===== src/hw/tcc_pkg.sv =====
// Notes on behaviour
// - edge/level bits 00 release pin to port
// - with 00, compare-select picks initial level
// - capture edges: 01 rise, 10 fall, 11 both
// - compare action: 01 toggle, 10 clear, 11 set
// - mode from buffered and compare select bits
// - reset clears edge/level bits on every channel
// - toggle-on-overflow in compare modes, reset clears
// - overflow action beats simultaneous compare action
// - max duty forces 100% unless overflow toggling
// - max duty change applies at next period
// - value registers hold capture or compare, uninitialised
// - capture high read blocks captures until low
// - compare high write blocks matches until low
// - buffered select on 0,2 disables odd partner
// - flag on active capture edge or match
package tcc_pkg;

    localparam int                    TCC_NCH        = 4;
    localparam int                    TCC_CW         = 16;
    localparam logic [1:0]            TCC_HTRANS_NSQ = 2'h2;
    // register byte offsets, one word each
    localparam logic [7:0]            TCC_CTRL_BASE  = 8'h00;
    localparam logic [7:0]            TCC_VAL_BASE   = 8'h10;
    localparam logic [7:0]            TCC_ADDR_END   = 8'h30;
    // control word field positions
    localparam int                    TCC_F_FLAG     = 7;
    localparam int                    TCC_F_BSEL     = 5;
    localparam int                    TCC_F_CSEL     = 4;
    localparam int                    TCC_F_ELSH     = 3;
    localparam int                    TCC_F_ELSL     = 2;
    localparam int                    TCC_F_TOV      = 1;
    localparam int                    TCC_F_MAX      = 0;
    localparam logic                  TCC_CTRL_RST   = 1'b0;

    typedef enum logic [3:0] {
        TCC_M_PORT = 4'b0001,
        TCC_M_CAPT = 4'b0010,
        TCC_M_CMP  = 4'b0100,
        TCC_M_BUF  = 4'b1000
    } tcc_mode_t;

    localparam logic [1:0]            TCC_ACT_TOGGLE = 2'h1;
    localparam logic [1:0]            TCC_ACT_CLEAR  = 2'h2;
    localparam logic [1:0]            TCC_ACT_SET    = 2'h3;

    function automatic tcc_mode_t tcc_decode(input logic bsel, input logic csel,
                                             input logic [1:0] els, input logic dis);
        tcc_mode_t m;
        m = TCC_M_PORT;
        if (!dis && els != 2'h0) begin
            if (bsel)      m = TCC_M_BUF;
            else if (csel) m = TCC_M_CMP;
            else           m = TCC_M_CAPT;
        end
        return m;
    endfunction : tcc_decode

endpackage : tcc_pkg


===== src/hw/tcc_edge_if.sv =====
`timescale 1ns/100ps
interface tcc_edge_if;
    logic [3:0] pins;
    logic [3:0] rise_en;
    logic [3:0] fall_en;
    logic [3:0] hit;
    modport det   (input pins, input rise_en, input fall_en, output hit);
    modport owner (output pins, output rise_en, output fall_en, input hit);
endinterface : tcc_edge_if


===== src/hw/tcc_edge_detect.sv =====
`timescale 1ns/100ps
module tcc_edge_detect (
    input wire logic i_clock,
    input wire logic i_rst,
    tcc_edge_if.det  edge_bus
);
    // ========================================
    // edge detection per channel pin
    logic [3:0] prev_ff;

    // pins are synchronous to the clock, so one delay stage is enough
    always_ff @(posedge i_clock or posedge i_rst) begin
        if (i_rst) begin
            prev_ff <= 4'h0;
        end else begin
            prev_ff <= edge_bus.pins;
        end
    end

    assign edge_bus.hit = (edge_bus.rise_en & edge_bus.pins & ~prev_ff)
                        | (edge_bus.fall_en & ~edge_bus.pins & prev_ff);

endmodule : tcc_edge_detect


===== src/hw/tcc_channel_top.sv =====
`timescale 1ns/100ps
module tcc_channel_top (
    input  wire logic        i_clock,
    input  wire logic        i_rst,
    input  wire logic        i_hsel,
    input  wire logic [31:0] i_haddr,
    input  wire logic [1:0]  i_htrans,
    input  wire logic        i_hwrite,
    input  wire logic [2:0]  i_hsize,
    input  wire logic [31:0] i_hwdata,
    input  wire logic        i_hready,
    output logic             o_hreadyout,
    output logic             o_hresp,
    output logic [31:0]      o_hrdata,
    input  wire logic [15:0] i_count,
    input  wire logic        i_count_update,
    input  wire logic        i_overflow,
    input  wire logic [3:0]  i_channel_pin,
    output logic [3:0]       o_channel_pin,
    output logic [3:0]       o_channel_pin_oe,
    output logic [3:0]       o_port_release,
    output logic [3:0]       o_channel_event_flag
);
    // ========================================
    // channel control state
    logic                   flag_ff [4];
    logic                   arm_ff  [4];
    logic                   bsel_ff [4];
    logic                   csel_ff [4];
    logic [1:0]             els_ff  [4];
    logic                   tov_ff  [4];
    logic                   max_ff  [4];
    logic                   maxe_ff [4];
    logic                   out_ff  [4];
    logic                   rdlk_ff [4];
    logic                   wrin_ff [4];
    logic [15:0]            val_ff  [4];
    logic                   act_ff  [2];
    logic                   last_ff [2];
    tcc_pkg::tcc_mode_t     mode    [4];
    logic                   dis     [4];
    logic [15:0]            cmpv    [4];
    logic                   match   [4];
    logic                   cap     [4];

    // ========================================
    // bus front end
    logic                   acc;
    logic                   addr_ok;
    logic [3:0]             ridx;
    logic                   wr_pend_ff;
    logic [3:0]             widx_ff;
    logic                   wr_ctrl;
    logic                   wr_vhi;
    logic                   wr_vlo;
    logic [1:0]             wch;
    logic                   rd_ctrl;
    logic                   rd_vhi;
    logic                   rd_vlo;
    logic [1:0]             rch;
    logic [31:0]            rd_mux;

    assign acc     = i_hsel & i_hready & (i_htrans == tcc_pkg::TCC_HTRANS_NSQ);
    assign addr_ok = (i_haddr[31:8] == 24'h00_0000) && (i_haddr[7:0] < tcc_pkg::TCC_ADDR_END);
    assign ridx    = i_haddr[5:2];
    assign o_hreadyout = 1'b1;
    assign o_hresp     = 1'b0;

    // index 0..3 are control words, 4..11 alternate value high and low
    function automatic logic is_ctrl(input logic [3:0] idx);
        return idx < tcc_pkg::TCC_VAL_BASE[5:2];
    endfunction : is_ctrl

    function automatic logic [1:0] val_ch(input logic [3:0] idx);
        logic [3:0] off;
        off = idx - tcc_pkg::TCC_VAL_BASE[5:2];
        return off[2:1];
    endfunction : val_ch

    assign rd_ctrl = acc & ~i_hwrite & addr_ok & is_ctrl(ridx);
    assign rd_vhi  = acc & ~i_hwrite & addr_ok & ~is_ctrl(ridx) & ~ridx[0];
    assign rd_vlo  = acc & ~i_hwrite & addr_ok & ~is_ctrl(ridx) & ridx[0];
    assign rch     = is_ctrl(ridx) ? ridx[1:0] : val_ch(ridx);
    assign wr_ctrl = wr_pend_ff & is_ctrl(widx_ff);
    assign wr_vhi  = wr_pend_ff & ~is_ctrl(widx_ff) & ~widx_ff[0];
    assign wr_vlo  = wr_pend_ff & ~is_ctrl(widx_ff) & widx_ff[0];
    assign wch     = is_ctrl(widx_ff) ? widx_ff[1:0] : val_ch(widx_ff);

    always_ff @(posedge i_clock or posedge i_rst) begin
        if (i_rst) begin
            wr_pend_ff <= 1'b0;
            widx_ff    <= 4'h0;
        end else begin
            wr_pend_ff <= acc & i_hwrite & addr_ok;
            widx_ff    <= ridx;
        end
    end

    always_comb begin
        rd_mux = 32'h0000_0000;
        if (rd_ctrl) begin
            rd_mux[tcc_pkg::TCC_F_FLAG] = flag_ff[rch];
            rd_mux[tcc_pkg::TCC_F_BSEL] = bsel_ff[rch];
            rd_mux[tcc_pkg::TCC_F_CSEL] = csel_ff[rch];
            rd_mux[tcc_pkg::TCC_F_ELSH] = els_ff[rch][1];
            rd_mux[tcc_pkg::TCC_F_ELSL] = els_ff[rch][0];
            rd_mux[tcc_pkg::TCC_F_TOV]  = tov_ff[rch];
            rd_mux[tcc_pkg::TCC_F_MAX]  = max_ff[rch];
        end else if (rd_vhi) begin
            rd_mux[7:0] = val_ff[rch][15:8];
        end else if (rd_vlo) begin
            rd_mux[7:0] = val_ff[rch][7:0];
        end
    end

    // read data is registered at the address phase, so no wait states
    always_ff @(posedge i_clock or posedge i_rst) begin
        if (i_rst) begin
            o_hrdata <= 32'h0000_0000;
        end else if (acc & ~i_hwrite) begin
            o_hrdata <= rd_mux;
        end
    end

    // ========================================
    // mode decode and compare selection
    assign dis[0] = 1'b0;
    assign dis[1] = bsel_ff[0];
    assign dis[2] = 1'b0;
    assign dis[3] = bsel_ff[2];

    always_comb begin
        for (int c = 0; c < 4; c++) begin
            mode[c] = tcc_pkg::tcc_decode(bsel_ff[c], csel_ff[c], els_ff[c], dis[c]);
            cmpv[c] = val_ff[c];
            match[c] = 1'b0;
        end
        for (int p = 0; p < 2; p++) begin
            if (act_ff[p]) begin
                cmpv[2*p] = val_ff[2*p+1];
            end
        end
        for (int c = 0; c < 4; c++) begin
            match[c] = i_count_update && (i_count == cmpv[c]) && !wrin_ff[c]
                     && (mode[c] == tcc_pkg::TCC_M_CMP || mode[c] == tcc_pkg::TCC_M_BUF);
        end
    end

    // ========================================
    // capture edge detection
    tcc_edge_if edge_bus ();

    always_comb begin
        edge_bus.pins = i_channel_pin;
        for (int c = 0; c < 4; c++) begin
            edge_bus.rise_en[c] = els_ff[c][0];
            edge_bus.fall_en[c] = els_ff[c][1];
            cap[c] = edge_bus.hit[c] && (mode[c] == tcc_pkg::TCC_M_CAPT) && !rdlk_ff[c];
        end
    end

    tcc_edge_detect u_edge (
        .i_clock  (i_clock),
        .i_rst    (i_rst),
        .edge_bus (edge_bus.det)
    );

    // ========================================
    // control registers
    always_ff @(posedge i_clock or posedge i_rst) begin
        if (i_rst) begin
            for (int c = 0; c < 4; c++) begin
                bsel_ff[c] <= tcc_pkg::TCC_CTRL_RST;
                csel_ff[c] <= tcc_pkg::TCC_CTRL_RST;
                els_ff[c]  <= 2'h0;
                tov_ff[c]  <= tcc_pkg::TCC_CTRL_RST;
                max_ff[c]  <= tcc_pkg::TCC_CTRL_RST;
            end
        end else if (wr_ctrl) begin
            bsel_ff[wch] <= (wch[0] == 1'b0) & i_hwdata[tcc_pkg::TCC_F_BSEL];
            csel_ff[wch] <= i_hwdata[tcc_pkg::TCC_F_CSEL];
            els_ff[wch]  <= {i_hwdata[tcc_pkg::TCC_F_ELSH], i_hwdata[tcc_pkg::TCC_F_ELSL]};
            tov_ff[wch]  <= i_hwdata[tcc_pkg::TCC_F_TOV];
            max_ff[wch]  <= i_hwdata[tcc_pkg::TCC_F_MAX];
        end
    end

    // flag clears only by a zero write after reading it set; a new event wins
    always_ff @(posedge i_clock or posedge i_rst) begin
        if (i_rst) begin
            for (int c = 0; c < 4; c++) begin
                flag_ff[c] <= 1'b0;
                arm_ff[c]  <= 1'b0;
            end
        end else begin
            for (int c = 0; c < 4; c++) begin
                if (cap[c] || match[c]) begin
                    flag_ff[c] <= 1'b1;
                end else if (wr_ctrl && wch == c[1:0] && arm_ff[c] && !i_hwdata[tcc_pkg::TCC_F_FLAG]) begin
                    flag_ff[c] <= 1'b0;
                end
                if (rd_ctrl && rch == c[1:0]) begin
                    arm_ff[c] <= flag_ff[c];
                end else if (wr_ctrl && wch == c[1:0]) begin
                    arm_ff[c] <= 1'b0;
                end
            end
        end
    end

    // ========================================
    // value registers: no reset, contents unknown until used
    always_ff @(posedge i_clock) begin
        for (int c = 0; c < 4; c++) begin
            if (cap[c]) begin
                val_ff[c] <= i_count;
            end else if (wr_vhi && wch == c[1:0]) begin
                val_ff[c][15:8] <= i_hwdata[7:0];
            end else if (wr_vlo && wch == c[1:0]) begin
                val_ff[c][7:0] <= i_hwdata[7:0];
            end
        end
    end

    // byte interlocks keep a 16-bit value coherent across two accesses
    always_ff @(posedge i_clock or posedge i_rst) begin
        if (i_rst) begin
            for (int c = 0; c < 4; c++) begin
                rdlk_ff[c] <= 1'b0;
                wrin_ff[c] <= 1'b0;
            end
        end else begin
            for (int c = 0; c < 4; c++) begin
                if (rd_vlo && rch == c[1:0]) begin
                    rdlk_ff[c] <= 1'b0;
                end else if (rd_vhi && rch == c[1:0] && mode[c] == tcc_pkg::TCC_M_CAPT) begin
                    rdlk_ff[c] <= 1'b1;
                end
                if (wr_vlo && wch == c[1:0]) begin
                    wrin_ff[c] <= 1'b0;
                end else if (wr_vhi && wch == c[1:0] && !csel_ff[c] && !bsel_ff[c] && !dis[c]) begin
                    wrin_ff[c] <= 1'b0;
                end else if (wr_vhi && wch == c[1:0]) begin
                    wrin_ff[c] <= 1'b1;
                end
            end
        end
    end

    // ========================================
    // buffered pairs: the register written last becomes active at overflow
    always_ff @(posedge i_clock or posedge i_rst) begin
        if (i_rst) begin
            for (int p = 0; p < 2; p++) begin
                act_ff[p]  <= 1'b0;
                last_ff[p] <= 1'b0;
            end
        end else begin
            for (int p = 0; p < 2; p++) begin
                if (wr_vlo && wch[1] == p[0]) begin
                    last_ff[p] <= wch[0];
                end
                if (mode[2*p] != tcc_pkg::TCC_M_BUF) begin
                    act_ff[p] <= 1'b0;
                end else if (i_overflow) begin
                    act_ff[p] <= last_ff[p];
                end
            end
        end
    end

    // ========================================
    // channel output logic
    always_ff @(posedge i_clock or posedge i_rst) begin
        if (i_rst) begin
            for (int c = 0; c < 4; c++) begin
                maxe_ff[c] <= 1'b0;
                out_ff[c]  <= 1'b1;
            end
        end else begin
            for (int c = 0; c < 4; c++) begin
                if (i_overflow) begin
                    maxe_ff[c] <= max_ff[c];
                end
                if (mode[c] == tcc_pkg::TCC_M_PORT) begin
                    out_ff[c] <= ~csel_ff[c];
                end else if (mode[c] != tcc_pkg::TCC_M_CAPT) begin
                    if (maxe_ff[c] && !tov_ff[c]) begin
                        out_ff[c] <= 1'b1;
                    end else if (i_overflow && tov_ff[c]) begin
                        out_ff[c] <= ~out_ff[c];
                    end else if (match[c]) begin
                        case (els_ff[c])
                            tcc_pkg::TCC_ACT_TOGGLE: out_ff[c] <= ~out_ff[c];
                            tcc_pkg::TCC_ACT_CLEAR:  out_ff[c] <= 1'b0;
                            tcc_pkg::TCC_ACT_SET:    out_ff[c] <= 1'b1;
                            default:                 out_ff[c] <= out_ff[c];
                        endcase
                    end
                end
            end
        end
    end

    always_comb begin
        for (int c = 0; c < 4; c++) begin
            o_channel_pin[c]        = out_ff[c];
            o_channel_pin_oe[c]     = (mode[c] == tcc_pkg::TCC_M_CMP) || (mode[c] == tcc_pkg::TCC_M_BUF);
            o_port_release[c]       = (mode[c] == tcc_pkg::TCC_M_PORT);
            o_channel_event_flag[c] = flag_ff[c];
        end
    end
endmodule : tcc_channel_top


===== config.mk =====
export PLATFORM = sky130hd
export DESIGN_NAME = tcc_channel_top
export DESIGN_NICKNAME = d
export VERILOG_FILES = /design/src/hw/tcc_pkg.sv /design/src/hw/tcc_edge_if.sv /design/src/hw/tcc_edge_detect.sv /design/src/hw/tcc_channel_top.sv
export SDC_FILE = /design/constraint.sdc
export NUM_CORES = 1
export LEC_CHECK = 0
export ABC_AREA = 1
export BUFFER_PORTS_ARGS = -buffer_cell sky130_fd_sc_hd__buf_2
export CAP_MARGIN = 15
export CORE_MARGIN = 8
export CORE_UTILIZATION = 50
export CTS_CLUSTER_SIZE = 25
export DETAILED_ROUTE_END_ITERATION = 7
export PLACE_DENSITY = 0.76
export SYNTH_ARGS = -nofsm -noshare
export SYNTH_HDL_FRONTEND = slang
export SYNTH_SLANG_ARGS = --single-unit
export TNS_END_PERCENT = 1

===== constraint.sdc =====
create_clock -name i_clock -period 2.4 [get_ports i_clock]
set_clock_uncertainty 0.2 [all_clocks]
set_input_delay 0.48 -clock i_clock [delete_from_list [all_inputs] [get_ports i_clock]]
set_output_delay 0.48 -clock i_clock [all_outputs]
set_load 0.02 [all_outputs]

==> results by group <==
Critical path
  – CP delay by family, top: simple AND/OR/NAND/NOR gates
  – CP max FO: 8
  – Worst path max stage delay: 0.48 ns
  – Worst R2R Start: csel_ff[2]$_DFFE_PP0P_
  – Critical Path RT: 2.27 ns
  – Worst r2r path cells: 5
  – Worst setup SP type: flip-flop
  – CP Depth: 5
  – CP max-delay cell: nand2_1
  – CP bufs+invs: 0
  – Setup CP Type: reg2reg
  – Worst reg2reg setup slack: 0.02 ns
  – Critical path endpoint category: flip-flop
  – RR Endpoint: val_ff[1][11]$_DFFE_PP_
  – Arrival time worst endpoint: 2.25 ns
  – Critical path, cell by cell: nor2_1 -> nand2_1 -> nor2_1 -> nand3_1 -> nand2_1

Placed design
  – Cell Area, Placed: 9099 µm²
  – Final GP Congestion: 1.008
  – Placed wire-length estimate: 21100 µm
  – Cells after DPL: 1431
  – Setup WS pre-CTS: 0.08560 ns
  – Port bufs: 90

Synth
  – Sequential share of the synthesized area: 0.4356
  – Cell area after synthesis: 8388 µm²
  – Post-synthesis cell type count: 44
  – Synth top area share: 0.2291
  – Top-count cell post-synth: nand2_1
  – Seq cells post-synth: 133
  – Top cell type by total area after synthesis: edfxtp_1
  – Ys Warns: 0
  – Post-synthesis cell count: 1125
  – Ys flop type: dfrtp_1
  – Post-synth ARST share: 0.5188
  – Commonest cells in the netlist: 363 x nand2_1, 115 x inv_1, 104 x nor2_1, 82 x o21ai_0, 65 x dfrtp_1
  – EDFF count, synth: 64
  – Syn_area_per_cell: 7.456 µm²
  – Main area contributors after synthesis: edfxtp_1 23%, dfrtp_1 19%, nand2_1 16%, inv_1 5.1%, o21ai_0 4.9%

Status
  – Status: finished, final reports clean

Clock tree
  – Later-pin clock latency in the skew report: 0.43 ns
  – CTS Buf Count: 17
  – Clk buf depth: 2
  – CTS sink count: 133
  – Number of H-tree levels: 4
  – Clock transition at path regs: 0.06 ns
  – TritonCTS clock tree: built
  – Root Driver: clkbuf_16

STA
  – Fin. Hold Viols: 0
  – Relative slew slack: 0.6315
  – Hold slack final: 0.03293 ns
  – Slew Viols, Final: 0
  – Fmax: 420.2 MHz
  – Tcrit/Tclk final: 0.9916
  – Crit path setup slack, layout: 0.02027 ns
  – Setup TNS: 0 ns
  – RSZ-0062 raised after global routing: yes
  – Least-Margin Pin Slew: 0.5522 ns
  – Setup violators final: 0
  – Min Tclk post-route: 2.380 ns

Power and ir drop
  – Overall power: 5.625 mW
  – Leak pwr: 4.834 nW
  – Pwr Density: 572.3 nW/µm²
  – Max VDD drop: 0.0005216 V

Job
  – Max Cap Viol: 0

Global route
  – Global-route wire length before repair: 43490 µm
  – Gr usage total: 0.2641
  – Grt ovf: 0
  – Initial antenna violation count: 1
  – Number of global-route vias before repair: 7771
  – Largest net degree at the start of global routing: 35

Routing
  – DR vias: 8104
  – Pre-antenna DRT Iters: 5
  – Vias per inst: 5.517
  – Routed Antenna Nets: 0
  – DR WL/cell: 19.05 µm
  – Drt drc: 0
  – Initial drt markers: 857
  – Routed wire length: 27990 µm

Final layout
  – Finished Layout Cells: 1469
  – Post-route cell area: 9828 µm²
  – Area Overhead vs Synth: 17.17%
  – Largest Register: val_ff
  – Fillers: 1527
  – Nets: 1340
  – Max FFs per register: 64
  – Largest regs: val_ff: 64 flops, o_hrdata: 8 flops
  – Final Util: 0.5969
  – Antenna Cells: 0
  – Share of cells above drive strength 1: 0.1898

Die
  – Chip Height: 145.5 µm
  – Num ports: 146
  – Die ar.: 21180 µm²
  – Initial Util: 0.5094
  – Row count: 47
  – Die width: 145.5 µm
  – Core area: 16470 µm²

Worst hold path
  – Hold Crit Depth: 1
  – Hold Path Sink: widx_ff[3]$_DFF_PP0_
  – Worst hold path type: in2reg
  – Hold path start: i_haddr[5]
-- worst max-delay path by stage --
stage                                    start                 endpoint
3_5_place_dp   edge_bus.rise_en[3]$_DFFE_PP0P_   val_ff[3][0]$_DFFE_PP_
3_3_place_gp   edge_bus.rise_en[3]$_DFFE_PP0P_   val_ff[3][0]$_DFFE_PP_
4_1_cts        edge_bus.rise_en[3]$_DFFE_PP0P_      o_channel_pin_oe[3]
2_1_floorplan  edge_bus.rise_en[3]$_DFFE_PP0P_  val_ff[3][10]$_DFFE_PP_
5_1_grt                 csel_ff[2]$_DFFE_PP0P_   val_ff[1][4]$_DFFE_PP_
6_report                csel_ff[2]$_DFFE_PP0P_  val_ff[1][11]$_DFFE_PP_
-- per-layer routing --
layer  track usage  part of all wire  vias to the layer above
li1              -                 -                     3830
met1        0.3273              0.39                     3709
met2        0.4196              0.46                      470
met3       0.07338              0.10                       93
met4        0.1249             0.041                        2
met5             0           0.00046                        -
-- final cells by class --
type	instances	area, µm²	share of cell area
Timing Repair Buffer	132	849.6	0.08644
Inverter	130	496.7	0.05054
Tap cell	220	275.3	0.02801
Sequential cell	133	3654	0.3717
Multi-Input combinational cell	823	3991	0.4061
Clock inverter	10	68.82	0.007002
Clock buffer	21	493.0	0.05016
-- cells in the final DEF, fill, tap and decap left out, types with 3 or more instances in the layout --
cell type | synthesis | final
nand4_1 | 14 | 14
nand2_1 | 363 | 360
nor2_2 | 7 | 8
nand2_4 | 2 | 7
buf_12 | 0 | 4
dfstp_2 | 4 | 4
inv_4 | 0 | 3
nor2_1 | 104 | 101
dlygate4sd3_1 | 0 | 7
xnor2_1 | 11 | 11
inv_1 | 115 | 113
o22ai_1 | 19 | 19
buf_4 | 27 | 30
o21ai_0 | 82 | 77
conb_1 | 2 | 26
a21oi_1 | 19 | 19
nor2_4 | 5 | 7
or2_2 | 4 | 3
edfxtp_1 | 64 | 64
dfrtp_1 | 65 | 65
buf_2 | 25 | 88
inv_2 | 15 | 14
nor3_1 | 7 | 7
a22oi_1 | 16 | 15
o21ai_2 | 18 | 19
ha_1 | 7 | 6
buf_6 | 7 | 3
nand2_2 | 8 | 6
xor2_1 | 8 | 8
clkbuf_16 | 0 | 19
o21ai_1 | 32 | 36
clkinv_2 | 0 | 4
nand3_1 | 49 | 47
-- power breakdown --
part	switching, mW	internal [mW]
Sequential	0.0117	2.41
Clock	1.04	1.47
Combinational	0.473	0.217
Total	1.53	4.10
-- cells by family after synthesis --
kind of cell             after synthesis  synth area share
flip-flops                           133            0.4356
buffers and inverters                193            0.1084
other                                  2         0.0008953
adder cells (fa/ha/maj)                7           0.01044
AND/OR/NAND/NOR                      573            0.2867
XOR/XNOR                              19           0.01984
AO/OA/AOI/OAI                        198            0.1381
-- worst register-to-register path, stage by stage, from the launching register on --
cell	delay (ns)
dfrtp_1	0.41
nor2_1	0.25
nand2_1	0.15
nor2_1	0.24
nand3_1	0.30
nand2_1	0.48
-- what timing repair did --
| item | 4_1_cts | 5_1_grt |
|---|---|---|
| endpoints found under the setup margin | 3 | 50 |
| setup buffers | 0 | 0 |
| gates resized for setup | 8 | 26 |
| hold endpoints to repair | 24 | 0 |
| pin swaps | 0 | 2 |
| hold buffers | 7 | 0 |
No activity file was read; power rests on OpenSTA's default activity.
